===== src/tbr_defines.vh =====
// Purpose: shared constants of the trace buffer readout block
// Assumes: included by its bare name from every design file of the block
// Notes: byte address of a trace register is four times its index
`ifndef TBR_DEFINES_VH
`define TBR_DEFINES_VH

// ****************************************
// register indices and byte addresses
// ****************************************
`define TBR_IDX_DATA_HIGH 8'h22
`define TBR_IDX_DATA_LOW 8'h23
`define TBR_IDX_WORD_COUNT 8'h24
`define TBR_ADDR_DATA_HIGH 8'h88
`define TBR_ADDR_DATA_LOW 8'h8C
`define TBR_ADDR_WORD_COUNT 8'h90
`define TBR_ADDR_CONTROL 8'h00
`define TBR_ADDR_IRQ_STATUS 8'h04
`define TBR_ADDR_IRQ_MASK 8'h08

// ****************************************
// field positions
// ****************************************
`define TBR_CTL_ARM 6
`define TBR_CTL_BEGIN 4
`define TBR_CTL_BRK 3
`define TBR_CNT_FULL 7
`define TBR_IRQ_FULL 0
`define TBR_IRQ_DONE 1

// ****************************************
// reset values and encodings
// ****************************************
`define TBR_CTL_RESET 8'h00
`define TBR_IRQ_RESET 2'h0
`define TBR_CNT_RESET 6'h00
`define TBR_RESP_OKAY 2'h0
`define TBR_RESP_SLVERR 2'h2

`endif


===== src/tbr_top.v =====
// Summary of operation
// - trace data is a 16-bit port valid only for aligned word reads
// - byte or misaligned trace reads return zero and keep the read pointer
// - while armed, trace word reads return zero and keep the pointer
// - trace storage has no reset value and is not initialised
// - full flag at bit 7 sets after 64 words stored since arming
// - with full set, all 64 entries count as valid
// - writing one to arm clears the full flag
// - six-bit count in bits 5:0 counts valid words from zero
// - count wrap from all ones to zero sets the full flag
// - writing one to arm clears count and full flag
// - begin mode at 64 words clears arm, breaks if enabled
// - start select one: trigger starts storing; zero: trigger ends storing
// - arm decides whether capture words are stored
// - break enable requests a breakpoint when a session completes
//
// Purpose: trace buffer capture, readout and count over AXI4-Lite
// Assumes: capture_valid/trig_in come from the comparator logic, synchronous to clk
// Notes: one write and one read outstanding at a time
//
// Design decision made here: the AXI4-Lite register port.
`timescale 1ns/1ps
`include "tbr_defines.vh"

module tbr_top #(
  parameter DATA_W = 16,
  parameter ADDR_W = 6
) (
  // clock and reset
  input wire clk,
  input wire rst_b,
  // axi4-lite write address
  input wire [7:0] s_axi_awaddr,
  input wire s_axi_awvalid,
  output reg s_axi_awready,
  // axi4-lite write data
  input wire [31:0] s_axi_wdata,
  input wire [3:0] s_axi_wstrb,
  input wire s_axi_wvalid,
  output reg s_axi_wready,
  // axi4-lite write response
  output reg [1:0] s_axi_bresp,
  output reg s_axi_bvalid,
  input wire s_axi_bready,
  // axi4-lite read address
  input wire [7:0] s_axi_araddr,
  input wire s_axi_arvalid,
  output reg s_axi_arready,
  // axi4-lite read data
  output reg [31:0] s_axi_rdata,
  output reg [1:0] s_axi_rresp,
  output reg s_axi_rvalid,
  input wire s_axi_rready,
  // capture side
  input wire capture_valid,
  input wire [DATA_W-1:0] capture_data,
  input wire trig_in,
  // debug outputs
  output reg armed,
  output reg break_req,
  output reg irq
);

  // ****************************************
  // declarations
  // ****************************************
  reg [7:0] awaddr_q;
  reg aw_held_q;
  reg [31:0] wdata_q;
  reg [3:0] wstrb_q;
  reg w_held_q;
  reg arm_q;
  reg begin_q;
  reg brk_en_q;
  reg [1:0] cap_mode_q;
  reg started_q;
  reg [ADDR_W-1:0] rd_ptr_q;
  reg [1:0] irq_stat_q;
  reg [1:0] irq_mask_q;
  wire [ADDR_W-1:0] cnt;
  wire full;
  wire wrap;
  wire [DATA_W-1:0] rd_data;
  wire wr_fire;
  wire ctl_wr;
  wire sw_arm;
  wire sw_disarm;
  wire store;
  wire begin_done;
  wire end_done;
  wire hw_done;
  wire ar_fire;
  wire trace_word_rd;
  wire cnt_inc;
  reg [31:0] rdata_d;
  reg [1:0] rresp_d;
  reg [1:0] bresp_d;

  // ****************************************
  // write channel capture
  // ****************************************
  assign wr_fire = aw_held_q && w_held_q && !s_axi_bvalid;

  always @(posedge clk or negedge rst_b) begin
    if (!rst_b) begin
      awaddr_q <= 8'h00;
      aw_held_q <= 1'b0;
      wdata_q <= 32'h0000_0000;
      wstrb_q <= 4'h0;
      w_held_q <= 1'b0;
      s_axi_awready <= 1'b0;
      s_axi_wready <= 1'b0;
      s_axi_bvalid <= 1'b0;
      s_axi_bresp <= `TBR_RESP_OKAY;
    end else begin
      s_axi_awready <= !aw_held_q && !s_axi_awready && !s_axi_bvalid;
      s_axi_wready <= !w_held_q && !s_axi_wready && !s_axi_bvalid;
      if (s_axi_awvalid && s_axi_awready) begin
        awaddr_q <= s_axi_awaddr;
        aw_held_q <= 1'b1;
        s_axi_awready <= 1'b0;
      end
      if (s_axi_wvalid && s_axi_wready) begin
        wdata_q <= s_axi_wdata;
        wstrb_q <= s_axi_wstrb;
        w_held_q <= 1'b1;
        s_axi_wready <= 1'b0;
      end
      if (wr_fire) begin
        aw_held_q <= 1'b0;
        w_held_q <= 1'b0;
        s_axi_bvalid <= 1'b1;
        s_axi_bresp <= bresp_d;
        s_axi_awready <= 1'b0;
        s_axi_wready <= 1'b0;
      end else if (s_axi_bvalid && s_axi_bready) begin
        s_axi_bvalid <= 1'b0;
      end
    end
  end

  always @* begin
    case (awaddr_q)
      `TBR_ADDR_CONTROL, `TBR_ADDR_IRQ_STATUS, `TBR_ADDR_IRQ_MASK,
      `TBR_ADDR_DATA_HIGH, `TBR_ADDR_DATA_LOW, `TBR_ADDR_WORD_COUNT: begin
        bresp_d = `TBR_RESP_OKAY;
      end
      default: begin
        bresp_d = `TBR_RESP_SLVERR;
      end
    endcase
  end

  // ****************************************
  // control register and session sequencing
  // ****************************************
  assign ctl_wr = wr_fire && (awaddr_q == `TBR_ADDR_CONTROL) && wstrb_q[0];
  assign sw_arm = ctl_wr && wdata_q[`TBR_CTL_ARM];
  assign sw_disarm = ctl_wr && !wdata_q[`TBR_CTL_ARM];
  // begin mode stores from the trigger cycle on, end mode stores until it
  assign store = arm_q && capture_valid && (begin_q ? (started_q || trig_in) : 1'b1);
  assign begin_done = arm_q && begin_q && wrap;
  // the capture on the trigger cycle is still kept in end mode
  assign end_done = arm_q && !begin_q && trig_in;
  assign hw_done = (begin_done || end_done) && !sw_arm;

  always @(posedge clk or negedge rst_b) begin
    if (!rst_b) begin
      arm_q <= 1'b0;
      begin_q <= 1'b0;
      brk_en_q <= 1'b0;
      cap_mode_q <= 2'h0;
      started_q <= 1'b0;
      armed <= 1'b0;
      break_req <= 1'b0;
    end else begin
      break_req <= 1'b0;
      if (ctl_wr) begin
        begin_q <= wdata_q[`TBR_CTL_BEGIN];
        brk_en_q <= wdata_q[`TBR_CTL_BRK];
        cap_mode_q <= wdata_q[1:0];
      end
      if (sw_arm) begin
        arm_q <= 1'b1;
        started_q <= 1'b0;
      end else if (sw_disarm) begin
        arm_q <= 1'b0;
      end else if (hw_done) begin
        arm_q <= 1'b0;
        break_req <= brk_en_q;
      end else if (arm_q && begin_q && trig_in) begin
        started_q <= 1'b1;
      end
      armed <= sw_arm ? 1'b1 : ((sw_disarm || hw_done) ? 1'b0 : arm_q);
    end
  end

  tbr_counter #(
    .CNT_W(ADDR_W)
  ) u_counter (
    .clk(clk),
    .rst_b(rst_b),
    .clr(sw_arm),
    .inc(store && !sw_arm),
    .cnt(cnt),
    .full(full),
    .wrap(wrap)
  );

  // the count is the ring write address, so end mode overwrites oldest
  tbr_ram #(
    .DATA_W(DATA_W),
    .ADDR_W(ADDR_W)
  ) u_ram (
    .clk(clk),
    .wr_en(store && !sw_arm),
    .wr_addr(cnt),
    .wr_data(capture_data),
    .rd_addr(rd_ptr_q),
    .rd_data(rd_data)
  );

  // ****************************************
  // read pointer
  // ****************************************
  assign cnt_inc = store && !sw_arm;
  assign ar_fire = s_axi_arvalid && s_axi_arready;
  // only an aligned word read of the high index while disarmed counts
  assign trace_word_rd = ar_fire && (s_axi_araddr == `TBR_ADDR_DATA_HIGH) && !arm_q;

  always @(posedge clk or negedge rst_b) begin
    if (!rst_b) begin
      rd_ptr_q <= {ADDR_W{1'b0}};
    end else if (sw_arm) begin
      rd_ptr_q <= {ADDR_W{1'b0}};
    end else if (sw_disarm || hw_done) begin
      // after a wrap the oldest surviving entry is the next write address, so a word
      // stored in this very cycle moves it on by one
      rd_ptr_q <= (full || wrap) ? (cnt + {{(ADDR_W-1){1'b0}}, cnt_inc}) : {ADDR_W{1'b0}};
    end else if (trace_word_rd) begin
      rd_ptr_q <= rd_ptr_q + {{(ADDR_W-1){1'b0}}, 1'b1};
    end
  end

  // ****************************************
  // read channel
  // ****************************************
  always @* begin
    rdata_d = 32'h0000_0000;
    rresp_d = `TBR_RESP_OKAY;
    case ({s_axi_araddr[7:2], 2'b00})
      `TBR_ADDR_CONTROL: begin
        rdata_d = {24'h00_0000, 1'b0, arm_q, 1'b0, begin_q, brk_en_q, 1'b0, cap_mode_q};
      end
      `TBR_ADDR_IRQ_STATUS: begin
        rdata_d = {30'h0000_0000, irq_stat_q};
      end
      `TBR_ADDR_IRQ_MASK: begin
        rdata_d = {30'h0000_0000, irq_mask_q};
      end
      `TBR_ADDR_DATA_HIGH: begin
        // zero for misaligned or armed access
        if (trace_word_rd) begin
          rdata_d = {{(32-DATA_W){1'b0}}, rd_data};
        end
      end
      `TBR_ADDR_DATA_LOW: begin
        rdata_d = 32'h0000_0000; // a lone byte half is never a word read
      end
      `TBR_ADDR_WORD_COUNT: begin
        if (s_axi_araddr[1:0] == 2'b00) begin
          rdata_d = {24'h00_0000, full, 1'b0, cnt};
        end
      end
      default: begin
        rresp_d = `TBR_RESP_SLVERR;
      end
    endcase
  end

  always @(posedge clk or negedge rst_b) begin
    if (!rst_b) begin
      s_axi_arready <= 1'b0;
      s_axi_rvalid <= 1'b0;
      s_axi_rdata <= 32'h0000_0000;
      s_axi_rresp <= `TBR_RESP_OKAY;
    end else begin
      s_axi_arready <= !s_axi_rvalid && !s_axi_arready;
      if (ar_fire) begin
        s_axi_arready <= 1'b0;
        s_axi_rvalid <= 1'b1;
        s_axi_rdata <= rdata_d;
        s_axi_rresp <= rresp_d;
      end else if (s_axi_rvalid && s_axi_rready) begin
        s_axi_rvalid <= 1'b0;
      end
    end
  end

  // ****************************************
  // interrupts
  // ****************************************
  // set wins over a write-one clear in the same cycle
  always @(posedge clk or negedge rst_b) begin
    if (!rst_b) begin
      irq_stat_q <= `TBR_IRQ_RESET;
      irq_mask_q <= `TBR_IRQ_RESET;
      irq <= 1'b0;
    end else begin
      if (wr_fire && (awaddr_q == `TBR_ADDR_IRQ_STATUS) && wstrb_q[0]) begin
        irq_stat_q <= (irq_stat_q & ~wdata_q[1:0]) | {hw_done, store && !sw_arm && wrap};
      end else begin
        irq_stat_q <= irq_stat_q | {hw_done, store && !sw_arm && wrap};
      end
      if (wr_fire && (awaddr_q == `TBR_ADDR_IRQ_MASK) && wstrb_q[0]) begin
        irq_mask_q <= wdata_q[1:0];
      end
      irq <= |(irq_stat_q & irq_mask_q);
    end
  end

endmodule // tbr_top


===== src/tbr_ram.v =====
// Purpose: trace word storage, one write port, one asynchronous read port
// Assumes: writer and reader addresses are stable around the clock edge
// Notes: storage has no reset; contents are undefined until written
`timescale 1ns/1ps
`include "tbr_defines.vh"

module tbr_ram #(
  parameter DATA_W = 16,
  parameter ADDR_W = 6
) (
  // clock
  input wire clk,
  // write side
  input wire wr_en,
  input wire [ADDR_W-1:0] wr_addr,
  input wire [DATA_W-1:0] wr_data,
  // read side
  input wire [ADDR_W-1:0] rd_addr,
  output wire [DATA_W-1:0] rd_data
);

  reg [DATA_W-1:0] mem [0:(1<<ADDR_W)-1];

  // no reset on purpose, readback just mirrors the array
  always @(posedge clk) begin
    if (wr_en) begin
      mem[wr_addr] <= wr_data;
    end
  end

  assign rd_data = mem[rd_addr];

endmodule // tbr_ram


===== src/tbr_counter.v =====
// Purpose: valid word count and buffer full flag
// Assumes: clr and inc come from the control logic of the top
// Notes: the count doubles as the ring write address
`timescale 1ns/1ps
`include "tbr_defines.vh"

module tbr_counter #(
  parameter CNT_W = 6
) (
  // clock and reset
  input wire clk,
  input wire rst_b,
  // control
  input wire clr,
  input wire inc,
  // state
  output wire [CNT_W-1:0] cnt,
  output wire full,
  output wire wrap
);

  reg [CNT_W-1:0] cnt_q;
  reg full_q;

  assign wrap = inc && (&cnt_q);
  assign cnt = cnt_q;
  assign full = full_q;

  always @(posedge clk or negedge rst_b) begin
    if (!rst_b) begin
      cnt_q <= `TBR_CNT_RESET;
      full_q <= 1'b0;
    end else if (clr) begin
      // arming clears count and flag together
      cnt_q <= `TBR_CNT_RESET;
      full_q <= 1'b0;
    end else if (inc) begin
      cnt_q <= cnt_q + {{(CNT_W-1){1'b0}}, 1'b1};
      if (wrap) begin
        full_q <= 1'b1;
      end
    end
  end

endmodule // tbr_counter


===== config.mk =====
export PLATFORM = sky130hd
export DESIGN_NAME = tbr_top
export DESIGN_NICKNAME = d
export VERILOG_FILES = /design/src/tbr_top.v /design/src/tbr_ram.v /design/src/tbr_counter.v
export VERILOG_INCLUDE_DIRS = /design/src
export SDC_FILE = /design/constraint.sdc
export NUM_CORES = 1
export LEC_CHECK = 0
export BUFFER_PORTS_ARGS = -buffer_cell sky130_fd_sc_hd__buf_2
export CORE_ASPECT_RATIO = 0.5
export CORE_MARGIN = 4
export CORE_UTILIZATION = 23
export DETAILED_ROUTE_END_ITERATION = 16
export GPL_ROUTABILITY_DRIVEN = 0
export PLACE_DENSITY = 0.48
export SETUP_SLACK_MARGIN = 0.3
export SLEW_MARGIN = 10
export SYNTH_ARGS = -nofsm -noshare
export SYNTH_HDL_FRONTEND = slang
export SYNTH_SLANG_ARGS = --single-unit

===== constraint.sdc =====
create_clock -name clk -period 3 [get_ports clk]
set_clock_uncertainty 0.05 [all_clocks]
set_input_delay 0.9 -clock clk [delete_from_list [all_inputs] [get_ports clk]]
set_output_delay 0.9 -clock clk [all_outputs]
set_load 0.01 [all_outputs]

-- Word level (Yosys, flattened, before mapping)
Memories as Yosys holds them, arrays and structs flattened.
Index checks and enable logic that the tools add are counted.
- output and inout port bits: 44
- memories kept: 1
- bits of input ports: 77
- bits in writable memories: 1024
- register bits after elaboration: 85
- memories (memory ; depth ; width ; read ports ; clocked after memory_dff ; write ports ; line ; RTL):
    u_ram.mem ; 64 ; 16 ; 1 ; 0 ; 1 ; tbr_ram.v:22 ; reg [DATA_W-1:0] mem [0:(1<<ADDR_W)-1];
- eq/ne operators: 13
- bitwise operators: 5
- $add $sub $neg: 3
- reductions and logical operators: 66
- multiplexer cells: 43
- operator list (operator ; number):
    16-bit case mux with 5 select lines ; 1
    6-bit two-way mux ; 6
    1-bit logical AND ; 33
    8-bit equality test (second input constant) ; 4
    1-bit two-way mux ; 31
    6-bit equality test (second input constant) ; 3
    16-bit two-way mux ; 1
    2-bit nonzero test ; 7
    6-bit by 1-bit adder with 6-bit output (second input constant) ; 2
    6-bit OR reduction ; 2
    1-bit logical NOT ; 11
    8-bit by 3-bit equality test with 1-bit output (second input constant) ; 1
    8-bit by 4-bit equality test with 1-bit output (second input constant) ; 1
    8-bit logical NOT ; 1
    8-bit two-way mux ; 1
    6-bit by 1-bit adder with 6-bit output ; 1
    6-bit by 1-bit equality test with 1-bit output (second input constant) ; 1
    6-bit by 2-bit equality test with 1-bit output (second input constant) ; 1
    6-bit logical NOT ; 1
    2-bit two-way mux ; 3
    6-bit AND reduction ; 1
    3-bit nonzero test ; 2
    2-bit bitwise AND ; 2
    1-bit logical OR ; 4
    7 further kinds ; 9

-- Longest topological paths before layout
- depth after elaboration: 14
- mapped depth: 11

-- Cells and area by module
Synthesis repeated with hierarchy kept, for this count alone.
- cell total of the unflattened synthesis: 2091
- area, all modules: 42856.1 µm²
- by module, submodules not included (module ; sequential area each (µm²) ; instances ; cells an instance ; area each (µm²)):
    tbr_ram ; 30749.5 ; 1 ; 1813 ; 39721.8
    tbr_top ; 1451.4 ; 1 ; 249 ; 2820.2
    tbr_counter ; 175.2 ; 1 ; 29 ; 314.1

-- Worst setup path before layout
Ideal clock, no wire load.
- kind: in2reg
- start: input capture_valid
- end: memory u_ram.mem[48][0] (enable)
- path slack: -182 ps
- buffers on the path: 1
- setup time: 389 ps
- data required time: 2561 ps
- arrival: 2743 ps
- cell stages on the path: 6
- cells stage by stage: nand2_1 a21oi_1 o21ai_1 or4_1 clkbuf_1 nor2_1
- cells in the longest elaborated chain, start to end: 5
- RTL lines (item ; line ; RTL):
    from (decl) ; tbr_top.v:55 ; input wire capture_valid,
    1-bit logical AND (2 in series) ; tbr_top.v:161 ; assign store = arm_q && capture_valid && (begin_q ? (started_q || trig_in) : 1'b1);
    1-bit logical AND ; tbr_top.v:216 ; .wr_en(store && !sw_arm),
    1-bit two-way mux ; tbr_ram.v:26 ; if (wr_en) begin
    1-bit two-way mux (implied by the code) ; tbr_ram.v:27 ; mem[wr_addr] <= wr_data;
    to (decl) ; tbr_ram.v:22 ;
No other way between the ends.

-- Final worst setup path
- start: register rd_ptr_q[0]
- end: register s_axi_rdata[5]
- cells in the longest elaborated chain, start to end: 3
- RTL lines (item ; line ; RTL):
    from (decl) ; tbr_top.v:77 ; reg [ADDR_W-1:0] rd_ptr_q;
    from (signal assigned) ; tbr_top.v:233 ; rd_ptr_q <= {ADDR_W{1'b0}};
    from (signal assigned) ; tbr_top.v:235 ; rd_ptr_q <= {ADDR_W{1'b0}};
    from (signal assigned) ; tbr_top.v:239 ; rd_ptr_q <= (full || wrap) ? (cnt + {{(ADDR_W-1){1'b0}}, cnt_inc}) : {ADDR_W{1'b0}};
    memory read 64 x 16 bit ; n/a ;
    16-bit two-way mux ; tbr_top.v:263 ; if (trace_word_rd) begin
    16-bit case mux with 5 select lines ; tbr_top.v:251 ; case ({s_axi_araddr[7:2], 2'b00})
    to (signal assigned) ; tbr_top.v:292 ; s_axi_rdata <= rdata_d;
    to (decl) ; tbr_top.v:50 ; output reg [31:0] s_axi_rdata,
No other way between the ends.
A chain may end at the register's enable or synchronous reset.

==> summary.md <==
| Metric | Value |
|---|---|
| Root Driver | clkbuf_16 |
| Row count | 111 |
| Die height | 313 µm |
| Avg WL per Cell | 24.5 µm |
| Startpoint class of the critical path | register |
| Compound-Gate Fraction of Synth Area | 3.12% |
| Worst-path clk slew | 0.07 ns |
| WS Path Type | register to register |
| Least-Margin Pin Slew | 0.951 ns |
| Hold WC Path Type | input pin to async pin |
| Layout area overhead | 22.9% |
| Crit path max-delay family | multiplexers |
| Final routed DRC violation total | 0 |
| Cts bufs inserted | 105 |
| Final setup viols | 0 |
| Multiplexer share of the synthesized area | 15.9% |
| Total Power | 32.8 mW |
| Post-synthesis cell type count | 62 |
| CTS tree | built |
| Final Critical Period | 2.68 ns |
| Worst path required time | 3.60 ns |
| Hpwl dp | 80.0 mm |
| Status | finished, final reports clean |
| Yosys warnings | 0 |
| Peak supply drop | 565 µV |
| PortBufs | 72 |
| Crit. Startpoint | rd_ptr_q[0] |
| Post-Synth Simple-Gate Area | 2.79% |
| Final wirelength | 122 mm |
| Synth Area in Adders | 0.117% |
| Final ANT Viol Nets | 0 |
| Synth Instances | 2059 |
| Synth Area in XOR/XNOR | 0.164% |
| Syn Area/Cell | 20.7 µm² |
| Crit path buf inv count | 4 |
| Vias | 21700 |
| Die extent in x | 617 µm |
| Core area | 184000 µm² |
| Clock Tree Buf Depth | 3 |
| Unrepaired setup endpoints after global routing | true |
| Initial DRC count | 2151 |
| EDFF count, synth | 1024 |
| Full die area | 193000 µm² |
| Starting Density | 23.2% |
| Fin. Hold Viols | 0 |
| Clk Latency, worst-skew pair | 0.75 ns |
| Post-synthesis cell area | 42700 µm² |
| Fmax | 373 MHz |
| Global-route wire length before repair | 170 mm |
| Vias per cell | 4.37 |
| Top Ports | 121 |
| Antenna violations before repair | 5 |
| Leakage power | 16.2 nW |
| Fin. max-slew vios | 0 |
| Sequential area share after synthesis | 75.9% |
| Hold_ws | 0.140 ns |
| Crit path cell chain | buf_12 -> clkbuf_16 -> buf_16 -> buf_12 -> mux4_2 -> mux2i_1 -> a22oi_1 -> nand3_1 -> nand3_1 |
| Register bit count reported by yosys | 1089 |
| Worst reg2reg path startpoint | rd_ptr_q[0] |
| Ys flop type | edfxtp_1 |
| Sink Count | 1089 |
| Maxcap violations | 0 |
| H-tree Lvls | 3 |
| Largest net degree at the start of global routing | 65 |
| Final net count | 2482 |
| CP max-delay cell | dfrtp_4 |
| Ys async rst share | 5.97% |
| Total gr overflow | 0 |
| Layout cell share with drive strength beyond 1 | 34.6% |
| Cell Pwr Density | 624 nW/µm² |
| Setup WS post-layout | 0.321 ns |
| Period utilization | 89.3% |
| Vias in the first global route | 22100 |
| Post-Place Worst Slack | -0.328 ns |
| Worst slew margin | 36.6% |
| All-Layer GR Usage | 12.3% |
| Largest family of logic cells by synthesized area | multiplexers |
| CP Max Fanout | 12 |
| Detailed Routing Iterations Pass 1 | 6 |
| CP Capture Type | register |
| Crit-path max cell delay | 0.50 ns |
| Critical Path AT | 3.28 ns |
-- power breakdown --
part           switching (mW)  internal [mW]  total (mW)
registers               0.260           16.8        17.1
clock network            5.98           7.69        13.7
logic                    1.14          0.834        1.98
-- metrics by stage --
step	cell area, µm²	utilization (%)	cells	setup TNS, ns
floorplan	43100	-	2076	0
global placement	48500	26.4	4763	-64.61
detailed placement	48500	26.4	4763	-59.16
CTS	52200	28.4	4962	0
global route	52500	28.5	4972	0
finish	52500	28.5	4973	0
-- placed cells by master, fill, tap and decap left out, types with 5 or more instances in the layout --
| cell | instances |
|---|---|
| buf_12 | 69 |
| buf_4 | 194 |
| mux4_2 | 234 |
| clkinv_2 | 17 |
| dfrtp_1 | 61 |
| o21ai_0 | 20 |
| clkinv_1 | 20 |
| buf_6 | 6 |
| clkbuf_16 | 108 |
| mux2_2 | 28 |
| clkbuf_1 | 16 |
| edfxtp_1 | 1024 |
| a221oi_1 | 9 |
| mux2i_1 | 113 |
| nor3_1 | 8 |
| a22oi_1 | 55 |
| nor2_4 | 39 |
| buf_2 | 71 |
| nand2_1 | 50 |
| nor2b_1 | 10 |
| nor2_1 | 35 |
| a21oi_1 | 37 |
| inv_1 | 5 |
| clkbuf_8 | 5 |
| o21ai_1 | 10 |
| nor2_2 | 27 |
| conb_1 | 18 |
| nor4_1 | 5 |
| or3_1 | 5 |
| a22o_1 | 13 |
| and2_1 | 6 |
| bufinv_16 | 12 |
| nand3_1 | 24 |
| nand4_1 | 8 |
| o22ai_1 | 7 |
| nand3b_1 | 6 |
-- registers in the layout, indices dropped and copies added, names as in the netlist, 2 cells and up --
name	flops
irq_stat_q	2
u_counter.cnt	6
cap_mode_q	2
irq_mask_q	2
wdata_q	5
rd_ptr_q	6
awaddr_q	8
s_axi_rdata	16
u_ram.mem	1024
-- cells in the mapped netlist (3+ instances only) --
library cell / count / area [µm²]
edfxtp_1: 1024 / 30700
mux4_2: 232 / 5230
mux2i_1: 117 / 1170
nor2_1: 101 / 379
dfrtp_1: 65 / 1630
a22oi_1: 55 / 413
nand2_1: 51 / 191
buf_4: 41 / 308
a21oi_1: 38 / 190
buf_2: 33 / 165
clkbuf_1: 28 / 105
mux2_2: 28 / 315
nand3_1: 25 / 125
buf_6: 22 / 248
o21ai_0: 20 / 100
a22o_1: 13 / 114
nor2b_1: 12 / 75.1
o21ai_1: 11 / 55.1
a221oi_1: 10 / 87.6
nand4_1: 8 / 50.1
nor3_1: 8 / 40.0
o22ai_1: 7 / 43.8
and2_1: 6 / 37.5
inv_1: 6 / 22.5
nand3b_1: 6 / 45.0
nor4_1: 6 / 37.5
a2111oi_0: 5 / 43.8
buf_1: 5 / 18.8
or3_1: 5 / 31.3
a211oi_1: 4 / 30.0
a32oi_1: 4 / 35.0
and4_1: 4 / 35.0
ha_1: 4 / 50.1
o221ai_1: 4 / 35.0
xnor2_1: 4 / 35.0
xor2_1: 4 / 35.0
a21o_1: 3 / 22.5
mux4_1: 3 / 78.8
nand2b_1: 3 / 18.8
o2bb2ai_1: 3 / 26.3
-- kinds of logic (layout without fill, tap and decap cells) --
| kind of cell | Yosys count | in the layout |
|---|---|---|
| xor gates and xnor gates | 8 | 8 |
| DFF | 1089 | 1089 |
| other | 1 | 19 |
| and+or+nand+nor | 251 | 251 |
| buffers and inverters | 135 | 545 |
| adders and majority gates | 4 | 4 |
| muxes | 380 | 380 |
| AOI/OAI and AO/OA | 191 | 191 |
-- worst reg2reg max path, cell delays in order, from the launching register on --
cell and delay, ns:
dfrtp_4 0.50, buf_12 0.14, clkbuf_16 0.17, buf_16 0.20
buf_12 0.19, mux4_2 0.49, mux2i_1 0.40, a22oi_1 0.20
nand3_1 0.15, nand3_1 0.09
-- path summary, 6_finish.rpt --
check | cells past startpoint | to | slack [ns]
setup / recovery | 9 | s_axi_rdata[5] | 0.32
hold / removal | 1 | u_counter.cnt[3] | 0.14
setup reg to reg | 9 | s_axi_rdata[5] | 0.32
hold reg to reg | 1 | s_axi_arready | 0.39
max in group asynchronous | 2 | s_axi_rresp[1] | 2.14
min in group clk | 2 | s_axi_rvalid | 0.31
-- area by class of cell --
type,count,area (µm²)
antenna,1,2.50
clock buffer,127,2780
clock inverter,65,764
fill,18100,131000
inverter,6,22.5
multi-input combinational,852,9960
sequential,1089,32400
tap,2486,3110
timing repair buffer,347,3430
-- per-layer routing --
layer  global-route usage [%]  routed length [µm]  up-vias
met1                     17.7               56400    11700
met3                     2.07                6560      158
met5                        0                   0        -
li1                         -                   -     9221
met2                     19.2               55800      613
met4                     3.19                3040        0
-- repair_timing --
item,in CTS,in global routing
hold buffers,0,0
gates cloned,1,2
setup buffers,6,8
pin swaps,0,3
resized for setup,19,27
endpoints found under the setup margin,231,119
(Power assumes the default switching activity.)
